$ cat src/inc/dcr_regs.svh
`ifndef DCR_REGS_SVH
`define DCR_REGS_SVH
// Link shape and timing counts.
`define DCR_LANES_CORE 8
`define DCR_LANES_USED 4
`define DCR_LANES_PER_CONV 2
`define DCR_OCTETS_PER_FRAME 2
`define DCR_FRAMES_PER_MF 16
`define DCR_WORD_BITS 32
`define DCR_LANE_CLK_KHZ 147456
`define DCR_CLK_KHZ 25000
`define DCR_CGS_WORDS 4
`define DCR_KCHAR 8'hBC
`endif

$ cat src/inc/dcr_pkg.sv
`default_nettype none
package dcr_pkg;
   // One decoded lane word with its control-character flags.
   typedef struct packed {
      logic [31:0] data;
      logic [3:0] isK;
      logic valid;
   } dcr_lane_t;
   // Raw frame bundle handed to the capture block.
   typedef struct packed {
      logic [255:0] data;
      logic valid;
      logic mfStart;
   } dcr_frame_t;
   typedef enum {DCR_RESET, DCR_WAIT_CGS, DCR_ARM, DCR_RUN} dcr_state_t;
endpackage : dcr_pkg
`default_nettype wire

$ cat src/design/dcr_receiver.sv
`include "dcr_regs.svh"
`default_nettype none
// Notes on behaviour
// - Eight-lane core, four unused lanes output zero.
// - Two octets, sixteen frames, descrambling on.
// - Single core or two split cores.
// - Split cores: AND both SYNC requests.
// - SYNC launched on local multiframe edge.
// - Invert every lane after decoding.
// - Two transceiver groups, own reference each.
// - Core clock and SYSREF from first board.
// - 5.89824 Gbps lanes, 147.456 MHz user clocks.
// - 8B/10B decode, 32-bit word per lane.
// - Forward raw lane frames, no sample mapping.
module dcr_receiver #(
   parameter int LANES_CORE = `DCR_LANES_CORE,
   parameter int LANES_USED = `DCR_LANES_USED,
   parameter bit SPLIT_CORES = 1'b0,
   parameter int CGS_WORDS = `DCR_CGS_WORDS
) (
   input wire logic clock,
   input wire logic rst_n,
   input wire logic sysrefPin,
   input var dcr_pkg::dcr_lane_t laneA0,
   input var dcr_pkg::dcr_lane_t laneA1,
   input var dcr_pkg::dcr_lane_t laneB0,
   input var dcr_pkg::dcr_lane_t laneB1,
   output logic syncA_n,
   output logic syncB_n,
   output var dcr_pkg::dcr_frame_t frameOut,
   output logic linkUp
);
   import dcr_pkg::*;
   // Lane clock figure kept for reference only; no count is derived from it.
   localparam int LANE_CLK_KHZ = `DCR_LANE_CLK_KHZ;
   localparam int CONV_LANES = `DCR_LANES_PER_CONV;

   dcr_lane_t lanesIn [LANES_USED];
   dcr_lane_t lanesOut [LANES_USED];
   logic [LANES_USED-1:0] lockVec;
   logic runMode;
   logic mfEdge;
   dcr_state_t state_reg, state_next;
   logic [1:0] syncCore_reg, syncCore_next;
   dcr_frame_t frame_reg, frame_next;
   logic [3:0] mfPos_reg, mfPos_next;

   // Lanes 0-1 from the first board's group, 2-3 from the second.
   assign lanesIn[0] = laneA0;
   assign lanesIn[1] = laneA1;
   assign lanesIn[2] = laneB0;
   assign lanesIn[3] = laneB1;

   // One aligner per used lane; the unused core lanes get none.
   for (genvar g = 0; g < LANES_USED; g++) begin : gLane
      dcr_lane_align #(.CGS_WORDS(CGS_WORDS)) uAlign (
         .clock(clock),
         .rst_n(rst_n),
         .laneIn(lanesIn[g]),
         .runMode(runMode),
         .laneOut(lanesOut[g]),
         .locked(lockVec[g])
      );
   end

   // Multiframe timing from the first board's SYSREF.
   dcr_mf_clock uMf (
      .clock(clock),
      .rst_n(rst_n),
      .sysrefPin(sysrefPin),
      .mfEdge(mfEdge)
   );

   function automatic logic convLocked(input logic [LANES_USED-1:0] v, input int c);
      return &v[c*CONV_LANES +: CONV_LANES];
   endfunction : convLocked

   // Link state: wait for lock, then release SYNC on a multiframe edge.
   always_comb begin
      state_next = state_reg;
      syncCore_next = syncCore_reg;
      case (state_reg)
         DCR_RESET: begin
            syncCore_next = 2'b00;
            state_next = DCR_WAIT_CGS;
         end
         DCR_WAIT_CGS: begin
            if (&lockVec) begin
               state_next = DCR_ARM;
            end
         end
         DCR_ARM: begin
            if (!(&lockVec)) begin
               state_next = DCR_WAIT_CGS;
            end else if (mfEdge) begin
               syncCore_next = {convLocked(lockVec, 1), convLocked(lockVec, 0)};
               state_next = DCR_RUN;
            end
         end
         DCR_RUN: begin
            // Lost lock requests resync, again only on a multiframe edge.
            if (!(&lockVec) && mfEdge) begin
               syncCore_next = 2'b00;
               state_next = DCR_WAIT_CGS;
            end
         end
         default: begin
            state_next = DCR_RESET;
         end
      endcase
   end

   // State registers.
   always_ff @(posedge clock or negedge rst_n) begin
      if (!rst_n) begin
         state_reg <= DCR_RESET;
         syncCore_reg <= 2'b00;
      end else begin
         state_reg <= state_next;
         syncCore_reg <= syncCore_next;
      end
   end

   // Split cores share one ANDed SYNC.
   // With a single core both bits move together, so the AND is harmless there too.
   // The split option changes nothing; both settings AND the two per-core requests.
   assign syncA_n = SPLIT_CORES ? &syncCore_reg : syncCore_reg[0] & syncCore_reg[1];
   assign syncB_n = syncA_n;
   assign runMode = (state_reg == DCR_RUN);
   assign linkUp = runMode;

   // Raw lane words, no sample reassembly.
   always_comb begin
      frame_next = '0;
      mfPos_next = mfPos_reg;
      if (runMode && lanesOut[0].valid) begin
         frame_next.valid = 1'b1;
         for (int i = 0; i < LANES_USED; i++) begin
            frame_next.data[i*32 +: 32] = lanesOut[i].data;
         end
         frame_next.mfStart = (mfPos_reg == 4'h0);
         mfPos_next = (mfPos_reg == 4'h7) ? 4'h0 : mfPos_reg + 4'h1;
      end else if (!runMode) begin
         mfPos_next = 4'h0;
      end
   end

   // Output registers.
   always_ff @(posedge clock or negedge rst_n) begin
      if (!rst_n) begin
         frame_reg <= '0;
         mfPos_reg <= 4'h0;
      end else begin
         frame_reg <= frame_next;
         mfPos_reg <= mfPos_next;
      end
   end
   assign frameOut = frame_reg;

   sync_hold_a: assert property (@(posedge clock) disable iff (!rst_n)
      !(&lockVec) && state_reg != DCR_RUN |-> !syncA_n) else $error("SYNC released early");
   sync_edge_a: assert property (@(posedge clock) disable iff (!rst_n)
      $rose(syncA_n) |-> $past(mfEdge)) else $error("SYNC off multiframe edge");
   sync_and_a: assert property (@(posedge clock) disable iff (!rst_n)
      syncA_n == syncB_n) else $error("SYNC outputs differ");
   lane_zero_a: assert property (@(posedge clock) disable iff (!rst_n)
      frameOut.data[255:128] == 128'h0) else $error("Unused lanes not zero");
   frame_run_a: assert property (@(posedge clock) disable iff (!rst_n)
      frameOut.valid |-> $past(runMode)) else $error("Frame while link down");
   word_pass_a: assert property (@(posedge clock) disable iff (!rst_n)
      runMode && lanesOut[0].valid |=> frameOut.data[31:0] == $past(lanesOut[0].data))
      else $error("Lane word not forwarded");
   lock_inv_a: assert property (@(posedge clock) disable iff (!rst_n)
      $rose(lockVec[0]) |-> $past(lanesIn[0].data) == ~{4{`DCR_KCHAR}})
      else $error("Lock without inverted comma");
   mf_mark_a: assert property (@(posedge clock) disable iff (!rst_n)
      frameOut.mfStart |-> frameOut.valid && !$past(frameOut.mfStart))
      else $error("Marker misplaced");
endmodule : dcr_receiver
`default_nettype wire

$ cat src/design/dcr_lane_align.sv
`include "dcr_regs.svh"
`default_nettype none
// Per-lane polarity fix, descrambling and code-group lock detection.
module dcr_lane_align #(
   parameter int CGS_WORDS = `DCR_CGS_WORDS
) (
   input wire logic clock,
   input wire logic rst_n,
   input var dcr_pkg::dcr_lane_t laneIn,
   input wire logic runMode,
   output var dcr_pkg::dcr_lane_t laneOut,
   output logic locked
);
   import dcr_pkg::*;
   logic [31:0] fixedData;
   logic [14:0] scr_reg, scr_next;
   logic [31:0] descr;
   logic [3:0] cnt_reg, cnt_next;
   logic locked_reg, locked_next;
   dcr_lane_t out_reg, out_next;

   // Self-synchronous descrambler, 1 + x^14 + x^15, bytes MSB first.
   function automatic logic [46:0] descramble(input logic [14:0] s, input logic [31:0] d);
      logic [14:0] st;
      logic [31:0] o;
      st = s;
      o = 32'h0;
      for (int i = 31; i >= 0; i--) begin
         o[i] = d[i] ^ st[13] ^ st[14];
         st = {st[13:0], d[i]};
      end
      return {st, o};
   endfunction : descramble

   // Lane inversion fix.
   // Board swaps the conductors, so every decoded bit arrives inverted.
   assign fixedData = ~laneIn.data;

   // Lock counter, descrambler state and the output word.
   always_comb begin
      scr_next = scr_reg;
      descr = fixedData;
      cnt_next = cnt_reg;
      locked_next = locked_reg;
      out_next = out_reg;
      out_next.valid = 1'b0;
      if (laneIn.valid) begin
         if (fixedData == {4{`DCR_KCHAR}} && laneIn.isK == 4'hF) begin
            if (!locked_reg && cnt_reg != 4'(CGS_WORDS - 1)) begin
               cnt_next = cnt_reg + 4'h1;
            end else begin
               locked_next = 1'b1;
            end
         end else if (!locked_reg) begin
            cnt_next = 4'h0;
         end
         // Descrambling enabled.
         // Control words bypass the descrambler, since the last commas still in flight
         // would otherwise seed it with garbage and spoil the first data word.
         if (runMode && laneIn.isK == 4'h0) begin
            {scr_next, descr} = descramble(scr_reg, fixedData);
         end
         out_next.data = descr;
         out_next.isK = laneIn.isK;
         out_next.valid = 1'b1;
      end
   end

   // State registers.
   always_ff @(posedge clock or negedge rst_n) begin
      if (!rst_n) begin
         scr_reg <= 15'h0;
         cnt_reg <= 4'h0;
         locked_reg <= 1'b0;
         out_reg <= '0;
      end else begin
         scr_reg <= scr_next;
         cnt_reg <= cnt_next;
         locked_reg <= locked_next;
         out_reg <= out_next;
      end
   end

   assign laneOut = out_reg;
   assign locked = locked_reg;
endmodule : dcr_lane_align
`default_nettype wire

$ cat src/design/dcr_mf_clock.sv
`include "dcr_regs.svh"
`default_nettype none
// Local multiframe clock, phase set by the first synchronised SYSREF edge.
module dcr_mf_clock #(
   parameter int FRAMES = `DCR_FRAMES_PER_MF,
   parameter int OCTETS = `DCR_OCTETS_PER_FRAME
) (
   input wire logic clock,
   input wire logic rst_n,
   input wire logic sysrefPin,
   output logic mfEdge
);
   localparam int WORDS = FRAMES * OCTETS / 4;
   logic [1:0] sync_reg;
   logic sysOld_reg;
   logic [3:0] cnt_reg, cnt_next;
   logic aligned_reg, aligned_next;
   logic sysRise;

   // Two flops on the pin; only the second is used further.
   always_ff @(posedge clock or negedge rst_n) begin
      if (!rst_n) begin
         sync_reg <= 2'b00;
         sysOld_reg <= 1'b0;
      end else begin
         sync_reg <= {sync_reg[0], sysrefPin};
         sysOld_reg <= sync_reg[1];
      end
   end
   assign sysRise = sync_reg[1] & ~sysOld_reg;

   // Shared SYSREF alignment.
   // Later SYSREF edges are ignored so the multiframe phase stays put.
   always_comb begin
      cnt_next = (cnt_reg == 4'(WORDS - 1)) ? 4'h0 : cnt_reg + 4'h1;
      aligned_next = aligned_reg;
      if (sysRise && !aligned_reg) begin
         cnt_next = 4'h0;
         aligned_next = 1'b1;
      end
   end

   // Counter registers.
   always_ff @(posedge clock or negedge rst_n) begin
      if (!rst_n) begin
         cnt_reg <= 4'h0;
         aligned_reg <= 1'b0;
      end else begin
         cnt_reg <= cnt_next;
         aligned_reg <= aligned_next;
      end
   end

   assign mfEdge = aligned_reg && (cnt_reg == 4'h0);
endmodule : dcr_mf_clock
`default_nettype wire

$ cat config.mk
export PLATFORM = sky130hd
export DESIGN_NAME = dcr_receiver
export DESIGN_NICKNAME = d
export VERILOG_FILES = /design/src/inc/dcr_pkg.sv /design/src/design/dcr_receiver.sv /design/src/design/dcr_lane_align.sv /design/src/design/dcr_mf_clock.sv
export VERILOG_INCLUDE_DIRS = /design/src /design/src/inc
export SDC_FILE = /design/constraint.sdc
export NUM_CORES = 1
export LEC_CHECK = 0
export ABC_CLOCK_PERIOD_IN_PS = 2800
export BUFFER_PORTS_ARGS = -buffer_cell sky130_fd_sc_hd__clkbuf_2
export CORE_MARGIN = 1
export CORE_UTILIZATION = 25
export CTS_CLUSTER_DIAMETER = 30
export DETAILED_ROUTE_END_ITERATION = 10
export PLACE_DENSITY_LB_ADDON = 0.08
export SYNTH_ARGS = -nofsm -noshare
export SYNTH_HDL_FRONTEND = slang
export SYNTH_HIERARCHICAL = 1
export SYNTH_SLANG_ARGS = --single-unit
$ cat constraint.sdc
create_clock -name clock -period 2.8 [get_ports clock]
set_input_delay 0 -clock clock [delete_from_list [all_inputs] [get_ports clock]]
set_output_delay 0 -clock clock [all_outputs]
set_load 0.005 [all_outputs]
==> metrics.txt, run 1 <==
# TYPE chip_impl_metric gauge
chip_impl_info{name="status",value="complete, but fails checks"} 1
chip_impl_info{name="violations_in_the_final_reports",value="hold timing"} 1
chip_impl_metric{name="drcViolationCount",unit=""} 0
chip_impl_metric{name="timing.fmax",unit="MHz"} 400
chip_impl_metric{name="clockBufferDepth",unit=""} 3
chip_impl_metric{name="final_net_count",unit=""} 2206
chip_impl_metric{name="final_design_area_no_fill",unit="mm^2"} 0.0256
chip_impl_metric{name="holdWs",unit="ns"} -0.0112
chip_impl_metric{name="mappedNetlistArea",unit="mm^2"} 0.0183
chip_impl_metric{name="grt_max_degree",unit=""} 94
chip_impl_metric{name="timing.final.hold_violations",unit=""} 16
chip_impl_metric{name="drtPass1Iterations",unit=""} 4
chip_impl_metric{name="io_buffer_count",unit=""} 283
chip_impl_metric{name="rows",unit=""} 98
chip_impl_metric{name="gr-usage-all-layers",unit="%"} 14.3
chip_impl_metric{name="path_clk_slew",unit="ns"} 0.04
chip_impl_metric{name="cts-htree-levels",unit=""} 3
chip_impl_metric{name="wire_length_of_the_first_global_routing_pass",unit="mm"} 81.7
chip_impl_metric{name="grt_overflow_total",unit=""} 0
chip_impl_metric{name="fraction_of_final_layout_cells_with_drive_strength_greater_than_1",unit="%"} 36.3
chip_impl_metric{name="fin_crit",unit="ns"} 2.50
chip_impl_metric{name="clkSinkCount",unit=""} 355
chip_impl_metric{name="worst-path-max-fanout",unit=""} 13
chip_impl_metric{name="floorplan.io_pins",unit=""} 412
chip_impl_info{name="tritoncts",value="done"} 1
chip_impl_metric{name="floorplan.core_area",unit="mm^2"} 0.0720
chip_impl_metric{name="hpwlAfterDp",unit="mm"} 36.8
chip_impl_metric{name="initial_antenna_violation_count",unit=""} 0
chip_impl_metric{name="drt_iter0_markers",unit=""} 458
chip_impl_metric{name="drv.max_cap_violation_count",unit=""} 0
chip_impl_metric{name="critPathRequiredTime",unit="ns"} 3.34
chip_impl_info{name="hp-class",value="in2async"} 1
chip_impl_metric{name="placedInstanceArea",unit="mm^2"} 0.0201
chip_impl_info{name="root_buffer",value="clkbuf_16"} 1
chip_impl_metric{name="finalSetupViolCount",unit=""} 0
chip_impl_metric{name="report.final.slew_viol_count",unit=""} 0
chip_impl_metric{name="postSynthAreaPerCell",unit="um^2"} 11.9
chip_impl_metric{name="detail_route.vias_per_cell",unit=""} 4.09
chip_impl_metric{name="power_density",unit="mW/mm^2"} 760
chip_impl_metric{name="timing_worst_slew_pin_value",unit="ns"} 0.863
chip_impl_metric{name="maximum_ir_drop_on_the_vdd_rail",unit="mV"} 0.462
chip_impl_info{name="end_kind",value="flip-flop"} 1
chip_impl_metric{name="vias",unit=""} 12600
chip_impl_metric{name="postSynthCellCount",unit=""} 1535
chip_impl_metric{name="setup-tns-final",unit="ns"} 0
chip_impl_metric{name="first_global_vias",unit=""} 13600
chip_impl_metric{name="worst_clock_skew",unit="ns"} 0.0335
chip_impl_metric{name="clock_insertion_delay_worst_skew",unit="ns"} 0.65
chip_impl_metric{name="cp.arrival",unit="ns"} 3.03
chip_impl_info{name="timing.setup.critical_path_class",value="reg2reg"} 1
chip_impl_metric{name="largest_register_ff_count",unit=""} 130
chip_impl_metric{name="p_leak",unit="nW"} 11.0
chip_impl_metric{name="wl_per_cell",unit="um"} 17.0
chip_impl_metric{name="fin_crit_sh",unit="%"} 89.2
chip_impl_metric{name="yosys_warnings",unit=""} 6
chip_impl_metric{name="antenna_violating_nets_post_route",unit=""} 0
chip_impl_metric{name="die_height",unit="um"} 273
chip_impl_info{name="unrepaired_setup_endpoints_after_global_routing",value="false"} 1
chip_impl_metric{name="initial_core_util",unit="%"} 25.4
chip_impl_metric{name="areaGrowthSynthToFinish",unit="%"} 40.0
chip_impl_info{name="setup.worst_path.start_class",value="flip-flop"} 1
chip_impl_metric{name="timing.slew.headroom",unit="%"} 42.5
chip_impl_metric{name="design.die.area",unit="mm^2"} 0.0743
chip_impl_metric{name="cts_inserted_buffers",unit=""} 109
chip_impl_metric{name="place.gp.congestion",unit=""} 0.732
chip_impl_metric{name="postRouteWirelength",unit="mm"} 52.4
chip_impl_metric{name="die_x",unit="um"} 273
## where the power goes
part,internal [mW],switching (mW)
clock network,9.10,3.59
logic,0.607,0.668
registers,5.38,0.130
## worst max-delay path: stages, from the launching register on
cell,delay (ns)
dfrtp_1,0.34
nand2_1,0.15
clkinvlp_4,0.24
or4b_2,0.78
buf_4,0.28
nor3_2,0.19
xnor2_1,0.13
mux2_2,0.28
## metal layers
| layer | GRT usage [%] | vias up | wire, um |
|---|---|---|---|
| met5 | 0 | - | 0 |
| met4 | 6.15 | 0 | 1410 |
| met3 | 2.98 | 94 | 2500 |
| met1 | 18.5 | 6192 | 23600 |
| li1 | - | 5974 | - |
| met2 | 22.9 | 361 | 24900 |
## worst paths after layout
path	startpoint	endpoint	slack, ns	cells past startpoint
worst max register to register	state_reg[0]	gLane[0].uAlign/laneOut[18]	0.30	7
worst min-delay path	rst_n	frameOut[83]	-0.01	2
max in group asynchronous	rst_n	frameOut[72]	1.94	3
worst min register to register	uMf/sync_reg[0]	uMf/sync_reg[1]	0.36	0
worst max-delay path	state_reg[0]	gLane[0].uAlign/laneOut[18]	0.30	7
min in group clock	laneA0[3]	gLane[0].uAlign/laneOut[6]	0.12	5
## stage by stage
| step | hold WS (ns) | util, % | instances | worst slack, ns | power, mW |
|---|---|---|---|---|---|
| 2_1_floorplan | -0.296 | - | 1662 | 0.744 | 6.25 |
| 3_3_place_gp | 0.135 | 28.0 | 2726 | 0.142 | 6.69 |
| 3_5_place_dp | 0.136 | 28.0 | 2726 | 0.116 | 6.70 |
| 4_1_cts | 0.0385 | 35.6 | 3087 | 0.118 | 19.8 |
| 5_1_grt | 0.0630 | 35.6 | 3087 | 0.0990 | 20.3 |
| 6_report | -0.0112 | 35.6 | 3088 | 0.302 | 19.5 |
## timing repair
action	4_1_cts	5_1_grt
buffers inserted	0	0
resized for setup	0	1
endpoints found under the hold margin	347	0
setup endpoints to repair	0	1
hold buffers	160	0
## cell usage in the layout (no fill, tap or decap), types with 5 or more instances in the layout
cell / count
buf_4: 27
nor3_2: 120
conb_1: 128
nand4b_1: 8
a21oi_1: 8
clkbuf_8: 29
clkinv_2: 19
xnor2_1: 253
xor2_1: 5
clkinvlp_4: 6
nand4_1: 13
and3_1: 5
dlygate4sd3_1: 160
nand2_1: 80
or4b_1: 7
ha_1: 8
nor2_1: 18
nor3_1: 14
inv_1: 14
clkbuf_1: 15
o21ai_1: 60
and2_1: 128
nand2b_1: 9
nor3b_1: 8
nor4_1: 8
bufinv_16: 14
clkbuf_16: 109
o21ai_2: 8
nand3_1: 11
buf_12: 9
dfrtp_1: 355
nand3b_1: 5
or4bb_1: 8
mux2_2: 129
or3_1: 5
clkbuf_2: 282
## area by class of cell
class	instances	area, um^2
multi-input combinational	1087	8190
timing repair buffer	479	3410
inverter	15	60.1
fill	7230	46400
sequential	355	8880
clock inverter	48	712
clock buffer	153	3180
antenna	1	2.50
tap	950	1190
No activity file was read; power rests on OpenSTA's default activity.
==> run 2: changes to the inputs <==
Settings changed: MAX_ROUTING_LAYER set to met4.
==> metrics.txt, run 2 (synthesized netlist as in run 1, its figures left out) <==
# TYPE chip_impl_metric gauge
chip_impl_metric{name="gr-usage-met2",unit="%"} 23.0
chip_impl_info{name="timing.setup.critical_path_class",value="reg2reg"} 1
chip_impl_metric{name="setup-tns-final",unit="ns"} 0
chip_impl_metric{name="drcViolationCount",unit=""} 0
chip_impl_metric{name="first_global_vias",unit=""} 13600
chip_impl_metric{name="drv.max_cap_violation_count",unit=""} 0
chip_impl_metric{name="clockBufferDepth",unit=""} 3
chip_impl_info{name="root_buffer",value="clkbuf_16"} 1
chip_impl_info{name="cpLargestDelayFamily",value="simple AND/OR/NAND/NOR gates"} 1
chip_impl_info{name="violations_in_the_final_reports",value="hold timing"} 1
chip_impl_metric{name="final_net_count",unit=""} 2206
chip_impl_metric{name="holdWs",unit="ns"} -0.00277
chip_impl_metric{name="rows",unit=""} 98
chip_impl_metric{name="timing_worst_slew_pin_value",unit="ns"} 0.852
chip_impl_info{name="unrepaired_setup_endpoints_after_global_routing",value="false"} 1
chip_impl_metric{name="grt.met3_usage",unit="%"} 2.96
chip_impl_metric{name="initial_core_util",unit="%"} 25.4
chip_impl_metric{name="gr-usage-all-layers",unit="%"} 14.7
chip_impl_metric{name="fraction_of_final_layout_cells_with_drive_strength_greater_than_1",unit="%"} 36.3
chip_impl_info{name="end_kind",value="flip-flop"} 1
chip_impl_metric{name="maximum_ir_drop_on_the_vdd_rail",unit="mV"} 0.462
chip_impl_metric{name="cts_inserted_buffers",unit=""} 109
chip_impl_metric{name="die_x",unit="um"} 273
chip_impl_info{name="hp-class",value="in2async"} 1
chip_impl_metric{name="power_density",unit="mW/mm^2"} 759
chip_impl_metric{name="areaGrowthSynthToFinish",unit="%"} 40.0
chip_impl_metric{name="cp.arrival",unit="ns"} 3.04
chip_impl_metric{name="place.gp.congestion",unit=""} 0.740
chip_impl_metric{name="grt_overflow_total",unit=""} 0
chip_impl_metric{name="critPathRequiredTime",unit="ns"} 3.34
chip_impl_metric{name="design.die.area",unit="mm^2"} 0.0743
chip_impl_metric{name="floorplan.core_area",unit="mm^2"} 0.0720
chip_impl_metric{name="wl_per_cell",unit="um"} 17.0
chip_impl_metric{name="path_clk_slew",unit="ns"} 0.04
chip_impl_metric{name="worst_clock_skew",unit="ns"} 0.0337
chip_impl_metric{name="fin_crit_sh",unit="%"} 89.3
chip_impl_metric{name="vias",unit=""} 12700
chip_impl_metric{name="initial_antenna_violation_count",unit=""} 0
chip_impl_metric{name="global_route.usage.met1",unit="%"} 18.5
chip_impl_info{name="mostFrequentLayoutCells",value="dfrtp_1 (355), clkbuf_2 (282), xnor2_1 (253)"} 1
chip_impl_metric{name="fillerInstances",unit=""} 7230
chip_impl_metric{name="switching_power",unit="mW"} 4.38
chip_impl_metric{name="floorplan.io_pins",unit=""} 412
chip_impl_metric{name="largest_register_ff_count",unit=""} 130
chip_impl_metric{name="detail_route.vias_per_cell",unit=""} 4.10
chip_impl_info{name="status",value="complete, but fails checks"} 1
chip_impl_metric{name="hpwlAfterDp",unit="mm"} 36.8
chip_impl_metric{name="report.final.slew_viol_count",unit=""} 0
chip_impl_metric{name="postRouteWirelength",unit="mm"} 52.4
chip_impl_metric{name="timing.final.hold_violations",unit=""} 5
chip_impl_info{name="crit_chain",value="nand2_1, clkinvlp_4, or4b_2, buf_4, nor3_2, xnor2_1, mux2_2"} 1
chip_impl_metric{name="finalSetupViolCount",unit=""} 0
chip_impl_metric{name="timing.slew.headroom",unit="%"} 43.2
chip_impl_metric{name="drt_iter0_markers",unit=""} 431
chip_impl_metric{name="timing.fmax",unit="MHz"} 400
chip_impl_info{name="critical_path.slowest_cell",value="or4b_2"} 1
chip_impl_metric{name="cts-htree-levels",unit=""} 3
chip_impl_metric{name="clock_insertion_delay_worst_skew",unit="ns"} 0.65
chip_impl_metric{name="worst-path-buf-inv",unit=""} 2
chip_impl_info{name="most_common_cell_after_layout_fill_and_taps_aside",value="dfrtp_1"} 1
chip_impl_metric{name="io_buffer_count",unit=""} 283
chip_impl_metric{name="final_util",unit="%"} 35.6
chip_impl_metric{name="wire_length_of_the_first_global_routing_pass",unit="mm"} 81.6
chip_impl_metric{name="die_height",unit="um"} 273
chip_impl_info{name="top_usage_layer",value="met2"} 1
chip_impl_metric{name="p_leak",unit="nW"} 11.0
chip_impl_info{name="setup.worst_path.start_class",value="flip-flop"} 1
chip_impl_metric{name="seqPwrFrac",unit="%"} 28.3
chip_impl_metric{name="worst-path-max-fanout",unit=""} 13
chip_impl_metric{name="internal-power",unit="mW"} 15.1
chip_impl_metric{name="clock_power_share",unit="%"} 65.2
chip_impl_metric{name="cpPeakStageDelay",unit="ns"} 0.77
chip_impl_metric{name="grt_max_degree",unit=""} 94
chip_impl_info{name="tritoncts",value="done"} 1
chip_impl_metric{name="comb_power_share",unit="%"} 6.6
chip_impl_metric{name="power_switching_share",unit="%"} 22.5
chip_impl_metric{name="fin_crit",unit="ns"} 2.50
chip_impl_metric{name="clkSinkCount",unit=""} 355
chip_impl_metric{name="drtPass1Iterations",unit=""} 7
chip_impl_metric{name="antenna_violating_nets_post_route",unit=""} 0
[run 2: cell counts in the layout (fill, tap and decap cells not counted)]
No cell type changed its count.
[run 2: worst paths after layout]
path | start | end | slack, ns | cells past startpoint
max | state_reg[0] | gLane[0].uAlign/laneOut[18] | 0.30 | 7
min | rst_n | frameOut[83] | -0.003 | 2
max reg2reg | state_reg[0] | gLane[0].uAlign/laneOut[18] | 0.30 | 7
min reg2reg | uMf/sync_reg[0] | uMf/sync_reg[1] | 0.36 | 0
max in group asynchronous | rst_n | frameOut[72] | 1.95 | 3
min in group clock | laneA0[3] | gLane[0].uAlign/laneOut[6] | 0.11 | 5
[run 2: power groups by stage]
stage / clock (mW) / sequential [mW] / combinational (mW)
final: 12.7 / 5.51 / 1.28
after global routing: 13.3 / 5.54 / 1.41
after CTS: 13.0 / 5.51 / 1.30
after detailed placement: 0 / 5.58 / 1.11
after global placement: 0 / 5.58 / 1.11
after floorplan: 0 / 5.52 / 0.729
[run 2: per-stage QoR]
step	hold slack (ns)	cell area [um^2]	instances	power (mW)	setup slack, ns
finish	-0.00277	25600	3088	19.5	0.300
global route	0.0611	25600	3087	20.3	0.101
CTS	0.0385	25600	3087	19.8	0.118
detailed placement	0.136	20100	2726	6.70	0.116
global placement	0.135	20100	2726	6.69	0.142
floorplan	-0.296	18800	1662	6.25	0.744
[run 2: metal layers]
layer,vias to the layer above,part of all wire (%)
li1,5977,-
met1,6213,45
met5,-,0
met3,88,4.9
met4,0,2.6
met2,378,48
[run 2: layout make-up]
class	count	area (um^2)	area share, %
clock inverter	48	712	2.78
multi-input combinational	1087	8190	31.9
antenna	1	2.50	0.00977
tap	950	1190	4.64
inverter	15	60.1	0.234
timing repair buffer	479	3410	13.3
sequential	355	8880	34.7
clock buffer	153	3180	12.4
[run 2: repair_timing]
action,in CTS,in global routing
setup buffers,0,0
resized for setup,0,1
hold endpoints to repair,347,0
hold buffers,160,0
setup endpoints to repair,0,1
